`src/iad_pkg.sv`:
```
// Constants, types and carriers for the expansion-bus address/data pin front end.
// Assumes every user writes iad_pkg::name; nothing is imported.
package iad_pkg;

    // ------------------------------------------------------------------
    // Widths and field positions
    // ------------------------------------------------------------------
    localparam int IAD_LA_W    = 7;
    localparam int IAD_SA_W    = 17;
    localparam int IAD_ADDR_W  = 24;
    localparam int IAD_SD_W    = 16;
    localparam int IAD_ALT_LSB = 2;
    localparam int IAD_ALT_W   = 5;
    localparam int IAD_PA_LSB  = 3;
    localparam int IAD_PA_W    = 4;
    localparam int IAD_IRQ_W   = 3;
    localparam int IAD_IRQ_LSB = 8;
    localparam int IAD_CTL_W   = 8;
    localparam int IAD_SYNC_W  = IAD_CTL_W + IAD_LA_W + IAD_SA_W + IAD_SD_W;

    // ------------------------------------------------------------------
    // Reset values and timing counts
    // ------------------------------------------------------------------
    localparam logic [1:0]  IAD_STRAP_WAIT = 2'h2;
    localparam logic [15:0] IAD_SD_RST     = 16'h0000;
    localparam logic [6:0]  IAD_LA_RST     = 7'h00;
    localparam logic [7:0]  IAD_LANE_ON    = 8'hFF;
    localparam logic [7:0]  IAD_LANE_OFF   = 8'h00;

    // ------------------------------------------------------------------
    // Enumerations
    // ------------------------------------------------------------------
    typedef enum logic [2:0] {
        IAD_UA_ADDR  = 3'b001,
        IAD_UA_IRQIN = 3'b010,
        IAD_UA_PORTA = 3'b100
    } iad_ua_mode_t;

    typedef enum logic [2:0] {
        IAD_ST_IDLE  = 3'b001,
        IAD_ST_READ  = 3'b010,
        IAD_ST_WRITE = 3'b100
    } iad_state_t;

    // ------------------------------------------------------------------
    // Carriers
    // ------------------------------------------------------------------
    typedef struct packed {
        logic memr;
        logic memw;
        logic ior;
        logic iow;
        logic aen;
        logic ref_act;
        logic bale;
        logic sbhe;
    } iad_ctl_t;

    typedef struct packed {
        logic [IAD_ADDR_W-1:0] addr;
        logic                  is_io;
        logic                  is_write;
        logic                  lane_lo;
        logic                  lane_hi;
        logic [IAD_SD_W-1:0]   wdata;
    } iad_access_t;

endpackage

```
`src/iad_front.sv`:
```
// Expansion-bus slave address/data pin front end: upper address latch, window
// decode, byte-lane steering, pin reuse in 8-bit mode and the mode strap.
// Assumes all pins are asynchronous to clk and commands last several cycles.
// Behaviour
// RULE1 - Host bus mode is selected when the write/strap pin reads high at reset release.
// RULE2 - The bus address is the seven latched upper lines over the seventeen static lines.
// RULE3 - Address pins are only ever inputs and are never driven.
// RULE4 - Unused upper address pins serve as five interrupt inputs or four port A bits.
// RULE5 - Upper address bits given to another function read as zero in the address path.
// RULE6 - Upper address lines are captured at the trailing edge of the latch enable.
// RULE7 - The master keeps the static address stable through each command.
// RULE8 - 16-bit mode uses all sixteen data lines, 8-bit mode only the low eight.
// RULE9 - Data lines are driven only in read cycles and only received in write cycles.
// RULE10 - In 8-bit mode data lines eight to ten carry three host interrupt outputs.
// RULE11 - The low byte travels on the low lane when address bit zero is low; 8-bit uses it always.
// RULE12 - In 16-bit mode the high byte travels on the high lane only with high enable asserted.
// RULE13 - Addresses and commands are answered only while address enable is low.
// RULE14 - The data bus is never driven while refresh is active; the code still drives interrupt lines eight to ten in 8-bit mode.
// RULE15 - A command is served only when its address falls in the device window.
// RULE16 - Channel ready is pulled low to stretch a cycle while the core needs wait states.
// RULE17 - In 8-bit mode high enable is ignored and every access is one byte on the low lane.
module iad_front #(
    parameter int SD_W = iad_pkg::IAD_SD_W,
    parameter int SA_W = iad_pkg::IAD_SA_W,
    parameter int LA_W = iad_pkg::IAD_LA_W
) (
    input  wire logic                                clk,
    input  wire logic                                rst_n,
    input  wire logic [iad_pkg::IAD_LA_W-1:0]        la_pin,
    input  wire logic [iad_pkg::IAD_SA_W-1:0]        sa_pin,
    input  wire logic [iad_pkg::IAD_SD_W-1:0]        sd_in,
    output logic      [iad_pkg::IAD_SD_W-1:0]        sd_out,
    output logic      [iad_pkg::IAD_SD_W-1:0]        sd_oe,
    input  wire logic                                bale,
    input  wire logic                                aen,
    input  wire logic                                sbhe_n,
    input  wire logic                                memr_n,
    input  wire logic                                memw_n,
    input  wire logic                                ior_n,
    input  wire logic                                iow_card_interface_strap_n,
    input  wire logic                                ref_n,
    output logic                                     iochrdy_out,
    output logic                                     iochrdy_oe,
    input  wire logic                                cfg_bus16,
    input  wire iad_pkg::iad_ua_mode_t               cfg_ua_mode,
    input  wire logic [iad_pkg::IAD_ADDR_W-1:0]      cfg_mem_base,
    input  wire logic [iad_pkg::IAD_ADDR_W-1:0]      cfg_mem_mask,
    input  wire logic [iad_pkg::IAD_SA_W-1:0]        cfg_io_base,
    input  wire logic [iad_pkg::IAD_SA_W-1:0]        cfg_io_mask,
    input  wire logic [iad_pkg::IAD_IRQ_W-1:0]       host_irq_req,
    input  wire logic                                core_wait,
    input  wire logic [iad_pkg::IAD_SD_W-1:0]        core_rdata,
    output iad_pkg::iad_access_t                     acc,
    output logic                                     acc_valid,
    output logic [iad_pkg::IAD_ALT_W-1:0]            external_interrupt_inputs,
    output logic [iad_pkg::IAD_PA_W-1:0]             parallel_port_a_upper_bits,
    output logic                                     isa_mode,
    output logic                                     mode_ready
);

    // ------------------------------------------------------------------
    // Parameter check
    // ------------------------------------------------------------------
    generate
        if (SD_W != iad_pkg::IAD_SD_W || SA_W != iad_pkg::IAD_SA_W || LA_W != iad_pkg::IAD_LA_W) begin : g_chk
            $error("iad_front supports only the documented pin widths");
        end
    endgenerate

    // ------------------------------------------------------------------
    // Pin synchronisers
    // ------------------------------------------------------------------
    iad_pkg::iad_ctl_t                 ctl_raw;
    iad_pkg::iad_ctl_t                 ctl_s;
    logic [iad_pkg::IAD_LA_W-1:0]      la_s;
    logic [iad_pkg::IAD_SA_W-1:0]      sa_s;
    logic [iad_pkg::IAD_SD_W-1:0]      sd_s;
    logic [iad_pkg::IAD_SYNC_W-1:0]    sync_q;

    assign ctl_raw = '{memr: ~memr_n, memw: ~memw_n, ior: ~ior_n, iow: ~iow_card_interface_strap_n,
                       aen: aen, ref_act: ~ref_n, bale: bale, sbhe: ~sbhe_n};

    // Address pins are only sampled here, never driven RULE3
    iad_sync #(
        .W (iad_pkg::IAD_SYNC_W)
    ) u_sync (
        .clk   (clk),
        .rst_n (rst_n),
        .d     ({ctl_raw, la_pin, sa_pin, sd_in}),
        .q     (sync_q)
    );

    assign {ctl_s, la_s, sa_s, sd_s} = sync_q;

    // ------------------------------------------------------------------
    // Mode strap
    // ------------------------------------------------------------------
    logic [1:0] strap_cnt_q;
    logic       strap_done_q;
    logic       isa_mode_q;
    wire        active = strap_done_q & isa_mode_q;

    // Waits for the synchroniser to fill before trusting the strap level
    always_ff @(posedge clk or negedge rst_n) begin
        if (!rst_n) begin
            strap_cnt_q  <= 2'h0;
            strap_done_q <= 1'b0;
            isa_mode_q   <= 1'b0;
        end else if (!strap_done_q) begin
            strap_cnt_q <= strap_cnt_q + 2'h1;
            if (strap_cnt_q == iad_pkg::IAD_STRAP_WAIT) begin
                strap_done_q <= 1'b1;
                isa_mode_q   <= ~ctl_s.iow; // RULE1
            end
        end
    end

    // ------------------------------------------------------------------
    // Upper address latch and alternate pin functions
    // ------------------------------------------------------------------
    logic [iad_pkg::IAD_LA_W-1:0] la_lat_q;

    // Follows the lines while the enable is high, holds from its trailing edge
    always_ff @(posedge clk or negedge rst_n) begin
        if (!rst_n) begin
            la_lat_q <= iad_pkg::IAD_LA_RST;
        end else if (ctl_s.bale) begin
            la_lat_q <= la_s; // RULE6
        end
    end

    wire ua_is_addr = (cfg_ua_mode == iad_pkg::IAD_UA_ADDR);
    wire [iad_pkg::IAD_ALT_W-1:0] ua_alt = ua_is_addr ? la_lat_q[iad_pkg::IAD_LA_W-1:iad_pkg::IAD_ALT_LSB]
                                                      : '0; // RULE5
    wire [iad_pkg::IAD_ADDR_W-1:0] bus_addr = {ua_alt, la_lat_q[iad_pkg::IAD_ALT_LSB-1:0], sa_s}; // RULE2

    assign external_interrupt_inputs = (cfg_ua_mode == iad_pkg::IAD_UA_IRQIN)
                                     ? la_s[iad_pkg::IAD_LA_W-1:iad_pkg::IAD_ALT_LSB] : '0; // RULE4
    assign parallel_port_a_upper_bits = (cfg_ua_mode == iad_pkg::IAD_UA_PORTA)
                                      ? la_s[iad_pkg::IAD_LA_W-1:iad_pkg::IAD_PA_LSB] : '0; // RULE4

    // ------------------------------------------------------------------
    // Command decode
    // ------------------------------------------------------------------
    function automatic logic in_window(input logic [iad_pkg::IAD_ADDR_W-1:0] a,
                                       input logic [iad_pkg::IAD_ADDR_W-1:0] base,
                                       input logic [iad_pkg::IAD_ADDR_W-1:0] mask);
        in_window = (((a ^ base) & mask) == '0);
    endfunction

    // Static lines are decoded live, relying on the master holding them RULE7
    wire mem_hit = in_window(bus_addr, cfg_mem_base, cfg_mem_mask);
    wire io_hit  = in_window({7'h00, sa_s}, {7'h00, cfg_io_base}, {7'h00, cfg_io_mask});
    wire mem_cmd = ctl_s.memr | ctl_s.memw;
    wire io_cmd  = ctl_s.ior | ctl_s.iow;
    wire sel     = active & ~ctl_s.aen & ((mem_cmd & mem_hit) | (io_cmd & io_hit)); // RULE13 RULE15
    wire rd_sel  = sel & (ctl_s.memr | ctl_s.ior);
    wire wr_sel  = sel & (ctl_s.memw | ctl_s.iow) & ~rd_sel;

    // 8-bit mode ignores high enable and always uses the low lane
    wire lane_lo = ~cfg_bus16 | ~sa_s[0]; // RULE11 RULE17
    wire lane_hi = cfg_bus16 & ctl_s.sbhe; // RULE12

    // ------------------------------------------------------------------
    // Cycle sequencer
    // ------------------------------------------------------------------
    iad_pkg::iad_state_t  state_q;
    iad_pkg::iad_state_t  state_d;
    iad_pkg::iad_access_t acc_q;
    iad_pkg::iad_access_t acc_d;
    logic                 acc_valid_q;
    logic                 acc_valid_d;

    always_comb begin
        state_d     = state_q;
        acc_d       = acc_q;
        acc_valid_d = 1'b0;
        case (state_q)
            iad_pkg::IAD_ST_IDLE: begin
                if (rd_sel) begin
                    state_d     = iad_pkg::IAD_ST_READ;
                    acc_valid_d = 1'b1;
                    acc_d       = '{addr: bus_addr, is_io: io_cmd, is_write: 1'b0,
                                    lane_lo: lane_lo, lane_hi: lane_hi, wdata: acc_q.wdata};
                end else if (wr_sel) begin
                    state_d = iad_pkg::IAD_ST_WRITE;
                    acc_d   = '{addr: bus_addr, is_io: io_cmd, is_write: 1'b1,
                                lane_lo: lane_lo, lane_hi: lane_hi, wdata: sd_s};
                end
            end
            iad_pkg::IAD_ST_READ: begin
                if (!rd_sel) begin
                    state_d = iad_pkg::IAD_ST_IDLE;
                end
            end
            iad_pkg::IAD_ST_WRITE: begin
                // Write data is taken at the command's trailing edge, when it is surely valid
                if (wr_sel) begin
                    acc_d.wdata = sd_s; // RULE9
                end else begin
                    state_d     = iad_pkg::IAD_ST_IDLE;
                    acc_valid_d = 1'b1;
                end
            end
            default: begin
                state_d = iad_pkg::IAD_ST_IDLE;
            end
        endcase
    end

    always_ff @(posedge clk or negedge rst_n) begin
        if (!rst_n) begin
            state_q     <= iad_pkg::IAD_ST_IDLE;
            acc_q       <= '0;
            acc_valid_q <= 1'b0;
        end else begin
            state_q     <= state_d;
            acc_q       <= acc_d;
            acc_valid_q <= acc_valid_d;
        end
    end

    // ------------------------------------------------------------------
    // Data lane drive and pin reuse
    // ------------------------------------------------------------------
    logic [iad_pkg::IAD_SD_W-1:0] sd_out_q;
    logic [iad_pkg::IAD_SD_W-1:0] sd_oe_q;
    logic                         iochrdy_oe_q;

    wire reading = (state_q == iad_pkg::IAD_ST_READ) & rd_sel & ~ctl_s.ref_act; // RULE9 RULE14
    wire [7:0] lo_byte = (!cfg_bus16 && sa_s[0]) ? core_rdata[15:8] : core_rdata[7:0]; // RULE11
    wire [7:0] oe_lo   = (reading & lane_lo) ? iad_pkg::IAD_LANE_ON : iad_pkg::IAD_LANE_OFF;
    wire [7:0] oe_hi_d = (reading & lane_hi) ? iad_pkg::IAD_LANE_ON : iad_pkg::IAD_LANE_OFF; // RULE8 RULE12
    // Free lines of the high lane become interrupt outputs only in 8-bit mode
    wire [7:0] oe_hi   = cfg_bus16 ? oe_hi_d : {5'h00, {iad_pkg::IAD_IRQ_W{active}}}; // RULE10
    wire [7:0] out_hi  = cfg_bus16 ? core_rdata[15:8] : {5'h00, host_irq_req}; // RULE10

    always_ff @(posedge clk or negedge rst_n) begin
        if (!rst_n) begin
            sd_out_q     <= iad_pkg::IAD_SD_RST;
            sd_oe_q      <= iad_pkg::IAD_SD_RST;
            iochrdy_oe_q <= 1'b0;
        end else begin
            sd_out_q     <= {out_hi, lo_byte};
            sd_oe_q      <= {oe_hi, oe_lo}; // RULE8
            iochrdy_oe_q <= sel & core_wait & (state_q != iad_pkg::IAD_ST_IDLE); // RULE16
        end
    end

    assign sd_out      = sd_out_q;
    assign sd_oe       = sd_oe_q;
    assign iochrdy_out = 1'b0;
    assign iochrdy_oe  = iochrdy_oe_q;
    assign acc         = acc_q;
    assign acc_valid   = acc_valid_q;
    assign isa_mode    = isa_mode_q;
    assign mode_ready  = strap_done_q;

    // ------------------------------------------------------------------
    // Assertions
    // ------------------------------------------------------------------
    AST_STRAP_CAPTURE: assert property (@(posedge clk) disable iff (!rst_n) // RULE1
        $rose(strap_done_q) |-> isa_mode_q == !$past(ctl_s.iow))
        else $error("mode strap not captured from write pin");

    AST_NO_DRIVE_OFF_MODE: assert property (@(posedge clk) disable iff (!rst_n) // RULE1
        (!isa_mode_q && $past(!isa_mode_q)) |-> (sd_oe_q == '0 && !acc_valid_q))
        else $error("bus activity while host bus mode is off");

    AST_ADDR_FORM: assert property (@(posedge clk) disable iff (!rst_n) // RULE2
        (acc_valid_q && !acc_q.is_write) |-> acc_q.addr[16:0] == $past(sa_s))
        else $error("request address not formed from static lines");

    AST_ALT_ZERO: assert property (@(posedge clk) disable iff (!rst_n) // RULE5
        (acc_valid_q && !acc_q.is_write && $past(cfg_ua_mode) != iad_pkg::IAD_UA_ADDR) |-> acc_q.addr[23:19] == 5'h00)
        else $error("alternate function bits leaked into the address");

    AST_LA_HOLD: assert property (@(posedge clk) disable iff (!rst_n) // RULE6
        ($past(!ctl_s.bale) && $past(!ctl_s.bale, 2)) |-> $stable(la_lat_q))
        else $error("upper address changed while latch enable low");

    AST_LANE8: assert property (@(posedge clk) disable iff (!rst_n) // RULE8
        ($past(!cfg_bus16) && !cfg_bus16) |-> sd_oe_q[15:11] == 5'h00)
        else $error("high data lines driven in 8-bit mode");

    AST_OE_READ: assert property (@(posedge clk) disable iff (!rst_n) // RULE9
        (sd_oe_q[7:0] != 8'h00) |-> ($past(state_q) == iad_pkg::IAD_ST_READ && $past(rd_sel)))
        else $error("low data lane driven outside a read cycle");

    AST_AEN_GATE: assert property (@(posedge clk) disable iff (!rst_n) // RULE13
        (acc_valid_q && !acc_q.is_write) |-> $past(!ctl_s.aen))
        else $error("read served while address enable high");

    AST_REFRESH: assert property (@(posedge clk) disable iff (!rst_n) // RULE14
        $past(ctl_s.ref_act) |-> (sd_oe_q[7:0] == 8'h00 && (!$past(cfg_bus16) || sd_oe_q[15:8] == 8'h00)))
        else $error("data bus driven during refresh");

    AST_HI_LANE: assert property (@(posedge clk) disable iff (!rst_n) // RULE12
        ($past(cfg_bus16) && sd_oe_q[15]) |-> $past(ctl_s.sbhe))
        else $error("high lane driven without high enable");

    AST_WAIT: assert property (@(posedge clk) disable iff (!rst_n) // RULE16
        (state_q == iad_pkg::IAD_ST_READ && rd_sel && core_wait) |=> iochrdy_oe_q)
        else $error("channel ready not pulled low for wait");

    AST_WRITE_END: assert property (@(posedge clk) disable iff (!rst_n) // RULE15
        (state_q == iad_pkg::IAD_ST_WRITE && !wr_sel) |=> (acc_valid_q && acc_q.is_write))
        else $error("write not reported at command end");

    COV_READ16: cover property (@(posedge clk) disable iff (!rst_n)
        cfg_bus16 && sd_oe_q == 16'hFFFF);
    COV_WRITE: cover property (@(posedge clk) disable iff (!rst_n)
        acc_valid_q && acc_q.is_write);
    COV_WAIT: cover property (@(posedge clk) disable iff (!rst_n)
        iochrdy_oe_q ##1 !iochrdy_oe_q);
    COV_IRQ8: cover property (@(posedge clk) disable iff (!rst_n)
        !cfg_bus16 && sd_oe_q[10:8] == 3'h7 && sd_out_q[10:8] != 3'h0);

endmodule

```
`src/iad_sync.sv`:
```
// Two-flop synchroniser for a vector of asynchronous pin levels.
// Assumes levels change slowly compared to clk; no pulse shorter than two cycles.
module iad_sync #(
    parameter int W = 8
) (
    input  wire logic         clk,
    input  wire logic         rst_n,
    input  wire logic [W-1:0] d,
    output logic      [W-1:0] q
);
    logic [W-1:0] meta_q;

    generate
        if (W < 1) begin : g_chk
            $error("iad_sync width must be positive");
        end
    endgenerate

    // First stage feeds only the second stage
    always_ff @(posedge clk or negedge rst_n) begin
        if (!rst_n) begin
            meta_q <= '0;
            q      <= '0;
        end else begin
            meta_q <= d;
            q      <= meta_q;
        end
    end
endmodule

```
`config.mk`:
```
export PLATFORM = sky130hd
export DESIGN_NAME = iad_front
export DESIGN_NICKNAME = d
export VERILOG_FILES = /design/src/iad_pkg.sv /design/src/iad_front.sv /design/src/iad_sync.sv
export SDC_FILE = /design/constraint.sdc
export NUM_CORES = 1
export LEC_CHECK = 0
export BUFFER_PORTS_ARGS = -buffer_cell sky130_fd_sc_hd__buf_2
export CORE_ASPECT_RATIO = 1.1
export CORE_MARGIN = 5
export CORE_UTILIZATION = 48
export DETAILED_ROUTE_END_ITERATION = 7
export PLACE_DENSITY = 0.86
export SYNTH_ARGS = -nofsm -noshare
export SYNTH_HDL_FRONTEND = slang
export SYNTH_SLANG_ARGS = --single-unit
```
`constraint.sdc`:
```
create_clock -name clk -period 2.9 [get_ports clk]
set_input_delay 0.145 -clock clk [delete_from_list [all_inputs] [get_ports clk]]
set_output_delay 0.145 -clock clk [all_outputs]
set_load 0.02 [all_outputs]
```
# Word-level counts from Yosys, hierarchy flattened
# Index checks and enable logic that the tools add are counted.
[totals]
wordCells = 102
inputBits = 156
ff_bits = 188
out_inout_bits = 90
[op_classes]
bitwise_logic = 38
n_eq_ne = 14
muxes = 22
n_addsub = 1
n_reduce_logical = 10
[op_table]
columns = ["cell", "n"]
rows = [
  ["two-way mux 44 bit", 2],
  ["zero test 24 bit", 2],
  ["two-way mux 8 bit", 5],
  ["one-hot mux 16 bit (2 select lines)", 1],
  ["bitwise AND 24 bit", 1],
  ["bitwise XOR 24 bit", 1],
  ["bitwise AND 17 bit", 1],
  ["bitwise XOR 17 bit", 1],
  ["two-way mux 16 bit", 1],
  ["bitwise AND 1 bit", 15],
  ["inverter 1 bit", 13],
  ["two-way mux 3 bit", 4],
  ["two-way mux 5 bit", 2],
  ["!= test 2 bit, second input constant", 5],
  ["one-hot mux 3 bit (3 select lines)", 1],
  ["equality test 3 x 1 -> 1 bit, second input constant", 2],
  ["equality test 3 x 2 -> 1 bit, second input constant", 2],
  ["equality test 3 bit, second input constant", 2],
  ["OR 1 bit", 6],
  ["two-way mux 1 bit", 4],
  ["two-way mux 4 bit", 1],
  ["AND reduction 2 bit", 2],
  ["AND reduction 4 bit", 1],
  ["nonzero test 2 bit", 2],
  ["8 further kinds", 8],
]

# Depth between registers and ports, before layout
# Gate-level depths: netlist (run 1).
[depth]
word_depth = 14
mapped_depth = 9
ltp_nobuf = 7

# By module
# A second synthesis (run 1) with hierarchy kept.
[unflattened]
hier_cells = 418
area_unflattened_um2 = 6433.7
[by_module_without_submodules]
columns = ["mod", "n_inst", "seq_area_each_um2", "cells_each", "area_per_inst_um2"]
rows = [
  ["iad_front", 1, 1978.1, 322, 4031.4],
  ["iad_sync", 1, 2402.3, 96, 2402.3],
]

# Worst setup path after synthesis (run 1)
# No wires, ideal clock.
[synth_timing]
path_kind = "reg-to-reg"
start = "register u_sync.q[28]"
end = "register acc_q (netlist bit acc[10])"
synth_period_minus_slack_ns = 2.567
setup_time_ns = 0.125
path_slack_ns = 0.333
required_time_ns = 2.775
stages_incl_launch_ff = 10
arrival_ns = 2.443
path_buffers = 2
path_cell_list = "dfrtp_1 xor2_1 a22oi_1 nand4_1 a2111o_1 o21a_1 buf_6 nor4_4 buf_6 mux2_2"
[synth_via]
elab_chain_cells = 11
word_cells_on_any_way = 18
cone_classes = "eq/ne: 3; bitwise: 12; reduce/logical: 3"
[synth_lines]
columns = ["element", "line", "rtl"]
rows = [
  ["start, declared", "iad_sync.sv:9", "output logic [W-1:0] q"],
  ["start signal, assigned", "iad_sync.sv:26", "q <= meta_q;"],
  ["bitwise XOR 24 bit or bitwise XOR 17 bit (tied branches)", "iad_front.sv:148", "in_window = (((a ^ base) & mask) == '0);"],
  ["bitwise AND 24 bit or bitwise AND 17 bit (tied branches)", "iad_front.sv:148", ""],
  ["zero test 24 bit", "iad_front.sv:148", ""],
  ["bitwise AND 1 bit", "iad_front.sv:156", "wire sel = active & ~ctl_s.aen & ((mem_cmd & mem_hit) | (io_cmd & io_hit));"],
  ["OR 1 bit *", "iad_front.sv:156", ""],
  ["bitwise AND 1 bit *", "iad_front.sv:156", ""],
  ["bitwise AND 1 bit", "iad_front.sv:157", "wire rd_sel = sel & (ctl_s.memr | ctl_s.ior);"],
  ["inverter 1 bit", "iad_front.sv:158", "wire wr_sel = sel & (ctl_s.memw | ctl_s.iow) & ~rd_sel;"],
  ["bitwise AND 1 bit", "iad_front.sv:158", ""],
  ["!= test 2 bit (no source line)", "n/a", ""],
  ["AND reduction 4 bit (no source line) *", "n/a", ""],
  ["end signal, assigned", "iad_front.sv:214", "acc_q <= '0;"],
  ["end signal, assigned", "iad_front.sv:218", "acc_q <= acc_d;"],
  ["end, declared", "iad_front.sv:169", "iad_pkg::iad_access_t acc_q;"],
]
# Every way passes the cells marked *; elsewhere a longest branch is shown, timed or not.
# A chain may end at the register's enable or synchronous reset.

# Worst setup path after layout (run 1)
[layout_timing]
start = "register u_sync.q[28]"
end = "register acc_q (netlist bit acc[7])"
# The elaborated chain is that of the path after synthesis.

==> results of run 1 <==
-- placed cells by master (no fill, tap or decap), drive strengths merged, types with 2 or more instances in the layout --
cell type	count
buf	248
dfrtp	174
dlygate4sd3	73
mux2	59
xor2	41
clkbuf	19
inv	19
a22oi	15
and2	14
nor2	8
nand2	6
o21ai	6
nand2b	5
and4bb	5
a21oi	3
nand4	3
nor3	3
or2	3
nor4	3
a22o	2
a221oi	2
nand3b	2
nor3b	2
xnor2	2
bufinv	2
-- power breakdown --
group | switching (mW) | internal (mW) | total, mW
clock | 0.985 | 1.33 | 2.32
sequential | 0.0648 | 2.56 | 2.63
combinational | 0.267 | 0.273 | 0.540
total | 1.32 | 4.17 | 5.49
-- routing by layer --
metal	GRT usage	wire [µm]	share of wire
met5	0	13	0.00080
met4	0.0907	386	0.024
met3	0.0577	1100	0.068
met2	0.392	8840	0.54
met1	0.239	5900	0.36
-- cell usage after synthesis (all sizes together) --
cell type and number:
dfrtp 174, mux2 59, xor2 41, buf 18, a22oi 15, and2 14
inv 9, nor2 8, nand2 6, o21ai 6, and4bb 5, nand2b 5
clkbuf 4, a21oi 3, nand4 3, nor3 3, nor4 3, or2 3
a221oi 2, a22o 2, nand3b 2, nor3b 2, xnor2 2, a2111o 1
a21o 1, a2bb2oi 1, and4 1, conb 1, dfstp 1, ha 1
mux2i 1, nor4b 1, o21a 1, o31a 1, o31ai 1, o32ai 1
o41ai 1, or3 1, or4b 1
-- worst paths after layout --
path	startpoint	to	slack [ns]	cells after the start
worst min register to register	u_sync.meta_q[8]	u_sync.q[8]	0.35	0
min in group asynchronous	rst_n	u_sync.meta_q[5]	0.23	2
worst min-delay path	cfg_bus16	sd_out[12]	0.12	2
worst max-delay path	u_sync.q[28]	acc[7]	0.16	8
max in group asynchronous	rst_n	acc[36]	1.79	3
worst max register to register	u_sync.q[28]	acc[7]	0.16	8
-- state kept, by name, summed over array words and instances, names as in the netlist --
register / count
u_sync.meta_q: 48
u_sync.q: 48
acc: 44
sd_out: 16
la_lat_q: 7
sd_oe: 3
state_q: 3
strap_cnt_q: 2
acc_valid: 1
iochrdy_oe: 1
isa_mode: 1
mode_ready: 1
-- per-stage QoR --
stage / setup WS (ns) / cell area (µm²) / cells / power, mW
detailed placement: 0.128 / 7610 / 788 / 3.14
finish: 0.156 / 8960 / 894 / 5.49
floorplan: 0.333 / 6290 / 405 / 2.86
CTS: 0.118 / 8950 / 893 / 5.56
global placement: 0.230 / 7610 / 788 / 3.12
global route: 0.0489 / 8960 / 893 / 5.72
-- worst max-delay path: stages (launching register included) --
cell	delay, ns
dfrtp_1	0.41
xor2_1	0.16
a22oi_1	0.21
nand4_1	0.17
a2111o_1	0.42
o21a_1	0.31
nor4_4	0.33
buf_6	0.23
mux2_2	0.36
-- logic make-up after synthesis --
logic type	share of synthesized area
adder cells (fa/ha/maj)	0.00199
multiplexers	0.107
buffers and inverters	0.0304
AO/OA/AOI/OAI	0.0418
AND/OR/NAND/NOR	0.0615
flip-flops	0.697
other	0.000596
XOR/XNOR	0.0599
-- repair_timing --
action,4_1_cts,5_1_grt
resized for setup,0,1
endpoints found under the setup margin,0,1
endpoints found under the hold margin,109,0
hold buffers,73,0
-- cell type report --
type | count | area (µm²)
well taps | 157 | 196
diodes | 1 | 2.50
repair buffers | 321 | 2020
fillers | 882 | 3790
inverters | 9 | 33.8
flip-flops and latches | 175 | 4380
clock inverters | 13 | 165
multi-input cells | 199 | 1720
clock buffers | 19 | 443
==> results.yml, run 1 <==
logic_synthesis:
  ys_seq_area_frac: 0.697
  avgSynthCellArea_um2: 15.5
  synth_top_area_cell: "dfrtp_1"
  yosysWarnings: 0
  synth.top_cell.area_share: 0.692
  ys_seq_elements: 175
  synthCells: 405
  syn_area_um2: 6290
  synth_area_leaders: "dfrtp_1 69%, mux2_2 11%, xor2_1 5.7%, buf_4 1.9%, a22oi_1 1.8%"
  synth_nets: 562
  synth_cell_types: 43
layout:
  final_nets: 880
  syn_to_final_growth_pct: 42.5
  final_core_util: 0.703
  final_layout_size_suffix_gt1_frac: 0.476
global_route:
  overflow: 0
  grt_pass1_vias: 4914
  grt_max_degree: 89
  grt_pass1_wl_mm: 25.4
  track_usage: 0.215
  antenna_found_initial: 1
sta:
  hold_viol: 0
  whs_ns: 0.122
  fin_crit_sh: 0.946
  setup_violations: 0
  fin_skew_ns: 0.00930
  relSlewSlack: 0.649
  rsz0062_at_grt: "false"
  worst_pin_slew_ns: 0.521
  fin_tns_setup_ns: 0
  max_freq_mhz: 364
  maxSlewViolCount: 0
  period_minus_slack_ns: 2.74
floorplanning:
  die_height_um: 130
  start_util: 0.493
  rows: 43
  dieArea_um2: 15500
  coreArea_um2: 12800
  ios: 246
  die_w_um: 119
placed_design:
  hpwlAfterDp_mm: 11.6
  gp_congestion: 0.935
  port_buffers: 244
route:
  drcViolationCount: 0
  wl_mm: 16.3
  drt_iter0_markers: 220
  ant_nets: 0
  routedWlPerCell_um: 18.2
  viasPerCell: 4.93
  dr.pass1.iters: 4
  vias: 4408
clocking:
  cts_setup_buffers: 0
  cts_max_level: 4
  cts_made_buffers: 17
  cts_sinks: 175
  path_clk_slew_ns: 0.07
  clock-root-buffer: "clkbuf_16"
  cts_tree: "built"
  clock_latency_ns: 0.42
  cts_buffer_depth: 2
setup_path:
  timing_worst_setup_path_type: "flop to flop"
  cp-start-kind: "flop"
  setup.worst_path.end_class: "flop"
  crit_required_ns: 3.20
  cp_data_arrival_time_ns: 3.05
  crit_fanout: 16
worst_hold_path:
  hp-class: "input pin to flop"
power_and_ir_drop:
  power_leakage_nw: 4.60
  p_per_area_nw_per_um2: 612
  ir_drop_mv: 0.396
job:
  cap_viol_max_count: 0
status:
  status: "finished clean"
(Power assumes the default switching activity.)
==> run 2: changes to the inputs <==
- MAX_ROUTING_LAYER: unset -> met4
- SLEW_MARGIN: unset -> 0
==> results.yml, run 2 (synthesis results as in run 1) <==
worst_hold_path:
  hold_depth: 2
  hp-start: "cfg_bus16"
  hold_end: "sd_out[12]"
  hp-class: "input pin to flop"
status:
  status: "finished clean"
route:
  drcViolationCount: 0
  drt_iter0_markers: 220
  wl_mm: 16.2
  viasPerCell: 4.91
  ant_nets: 0
  vias: 4393
  highest_layer: "met4"
  wl_met3_mm: 1.06
  met1_length_mm: 5.99
  dr.pass1.iters: 4
  routed-wl-met2_mm: 8.82
  routedWlPerCell_um: 18.2
sta:
  rsz0062_at_grt: "false"
  period_minus_slack_ns: 2.74
  hold_viol: 0
  fin_skew_ns: 0.00849
  whs_ns: 0.122
  fin_tns_setup_ns: 0
  worst_pin_slew_ns: 0.520
  fin_crit_sh: 0.947
  max_freq_mhz: 364
  setup_violations: 0
  maxSlewViolCount: 0
  relSlewSlack: 0.650
clocking:
  cts_setup_buffers: 0
  path_clk_slew_ns: 0.07
  clock_latency_ns: 0.42
  cts_made_buffers: 17
  cts_sinks: 175
  cts_max_level: 4
  clock-root-buffer: "clkbuf_16"
  cts_tree: "built"
  cts_buffer_depth: 2
floorplanning:
  die_w_um: 119
  ios: 246
  die_height_um: 130
  start_util: 0.493
  dieArea_um2: 15500
  coreArea_um2: 12800
  rows: 43
global_route:
  grt_pass1_vias: 4913
  grt_pass1_wl_mm: 25.3
  overflow: 0
  antenna_found_initial: 1
  grt_max_degree: 89
  track_usage: 0.222
setup_path:
  r2r_slack_ns: 0.16
  reg2reg_depth: 8
  cp_data_arrival_time_ns: 3.05
  reg2reg_to: "acc[7]"
  setup.worst_path.end_class: "flop"
  crit_required_ns: 3.20
  timing_worst_setup_path_type: "flop to flop"
  r2r_start: "u_sync.q[28]"
  crit_fanout: 16
  cp-start-kind: "flop"
placed_design:
  port_buffers: 244
  hpwlAfterDp_mm: 11.6
  gp_congestion: 0.951
job:
  cap_viol_max_count: 0
layout:
  final_layout_size_suffix_gt1_frac: 0.476
  final_nets: 880
  final_common_cell: "buf_2"
  syn_to_final_growth_pct: 42.5
  mostFrequentLayoutCells: "243 x buf_2, 174 x dfrtp_1, 73 x dlygate4sd3_1"
power_and_ir_drop:
  ir_drop_mv: 0.396
  p_per_area_nw_per_um2: 612
  power_leakage_nw: 4.60
==> run 2: area by class of cell <==
class | instances | area [µm²]
Fill cell | 883 | 3790
Tap cell | 157 | 196
Sequential cell | 175 | 4380
Inverter | 9 | 33.8
Clock inverter | 13 | 165
Multi-Input combinational cell | 199 | 1720
Timing Repair Buffer | 321 | 2020
Clock buffer | 19 | 443
Antenna cell | 2 | 5.00
==> run 2: worst max-delay path, cell delays in order (launching register included) <==
cell	delay [ns]
dfrtp_1	0.42
xor2_1	0.16
a22oi_1	0.21
nand4_1	0.17
a2111o_1	0.42
o21a_1	0.32
nor4_4	0.33
buf_6	0.23
mux2_2	0.36
==> run 2: routing by layer <==
layer,up-vias,global-route usage
li1,2019,-
met4,0,0.0907
met1,2160,0.243
met5,-,-
met3,31,0.0546
met2,183,0.390
==> run 2: how the worst max path moves through the flow <==
stage | startpoint | endpoint | slack, ns | depth (start not counted)
2_1_floorplan | u_sync.q[28] | acc[10] | 0.33 | 9
3_3_place_gp | u_sync.q[28] | acc[8] | 0.23 | 8
3_5_place_dp | u_sync.q[28] | acc[7] | 0.13 | 8
4_1_cts | u_sync.q[28] | acc[0] | 0.12 | 8
5_1_grt | u_sync.q[28] | acc[7] | 0.05 | 8
6_report | u_sync.q[28] | acc[7] | 0.16 | 8
==> run 2: per-stage QoR <==
stage	power [mW]	setup WS [ns]	area, µm²	cells	util
after floorplan	2.86	0.333	6290	405	-
after global placement	3.12	0.230	7610	788	0.597
after detailed placement	3.14	0.128	7610	788	0.597
after CTS	5.56	0.118	8950	893	0.702
after global routing	5.72	0.0488	8960	894	0.703
final	5.48	0.155	8960	895	0.703
==> run 2: power by group <==
part | total (mW) | internal, mW | switching (mW)
sequential | 2.63 | 2.56 | 0.0648
combinational | 0.540 | 0.273 | 0.267
clock | 2.32 | 1.33 | 0.982
total | 5.48 | 4.17 | 1.31
==> run 2: repair_timing <==
item                                   4_1_cts  5_1_grt
endpoints found under the hold margin      109        0
hold buffers                                73        0
setup endpoints to repair                    0        1
resized for setup                            0        1
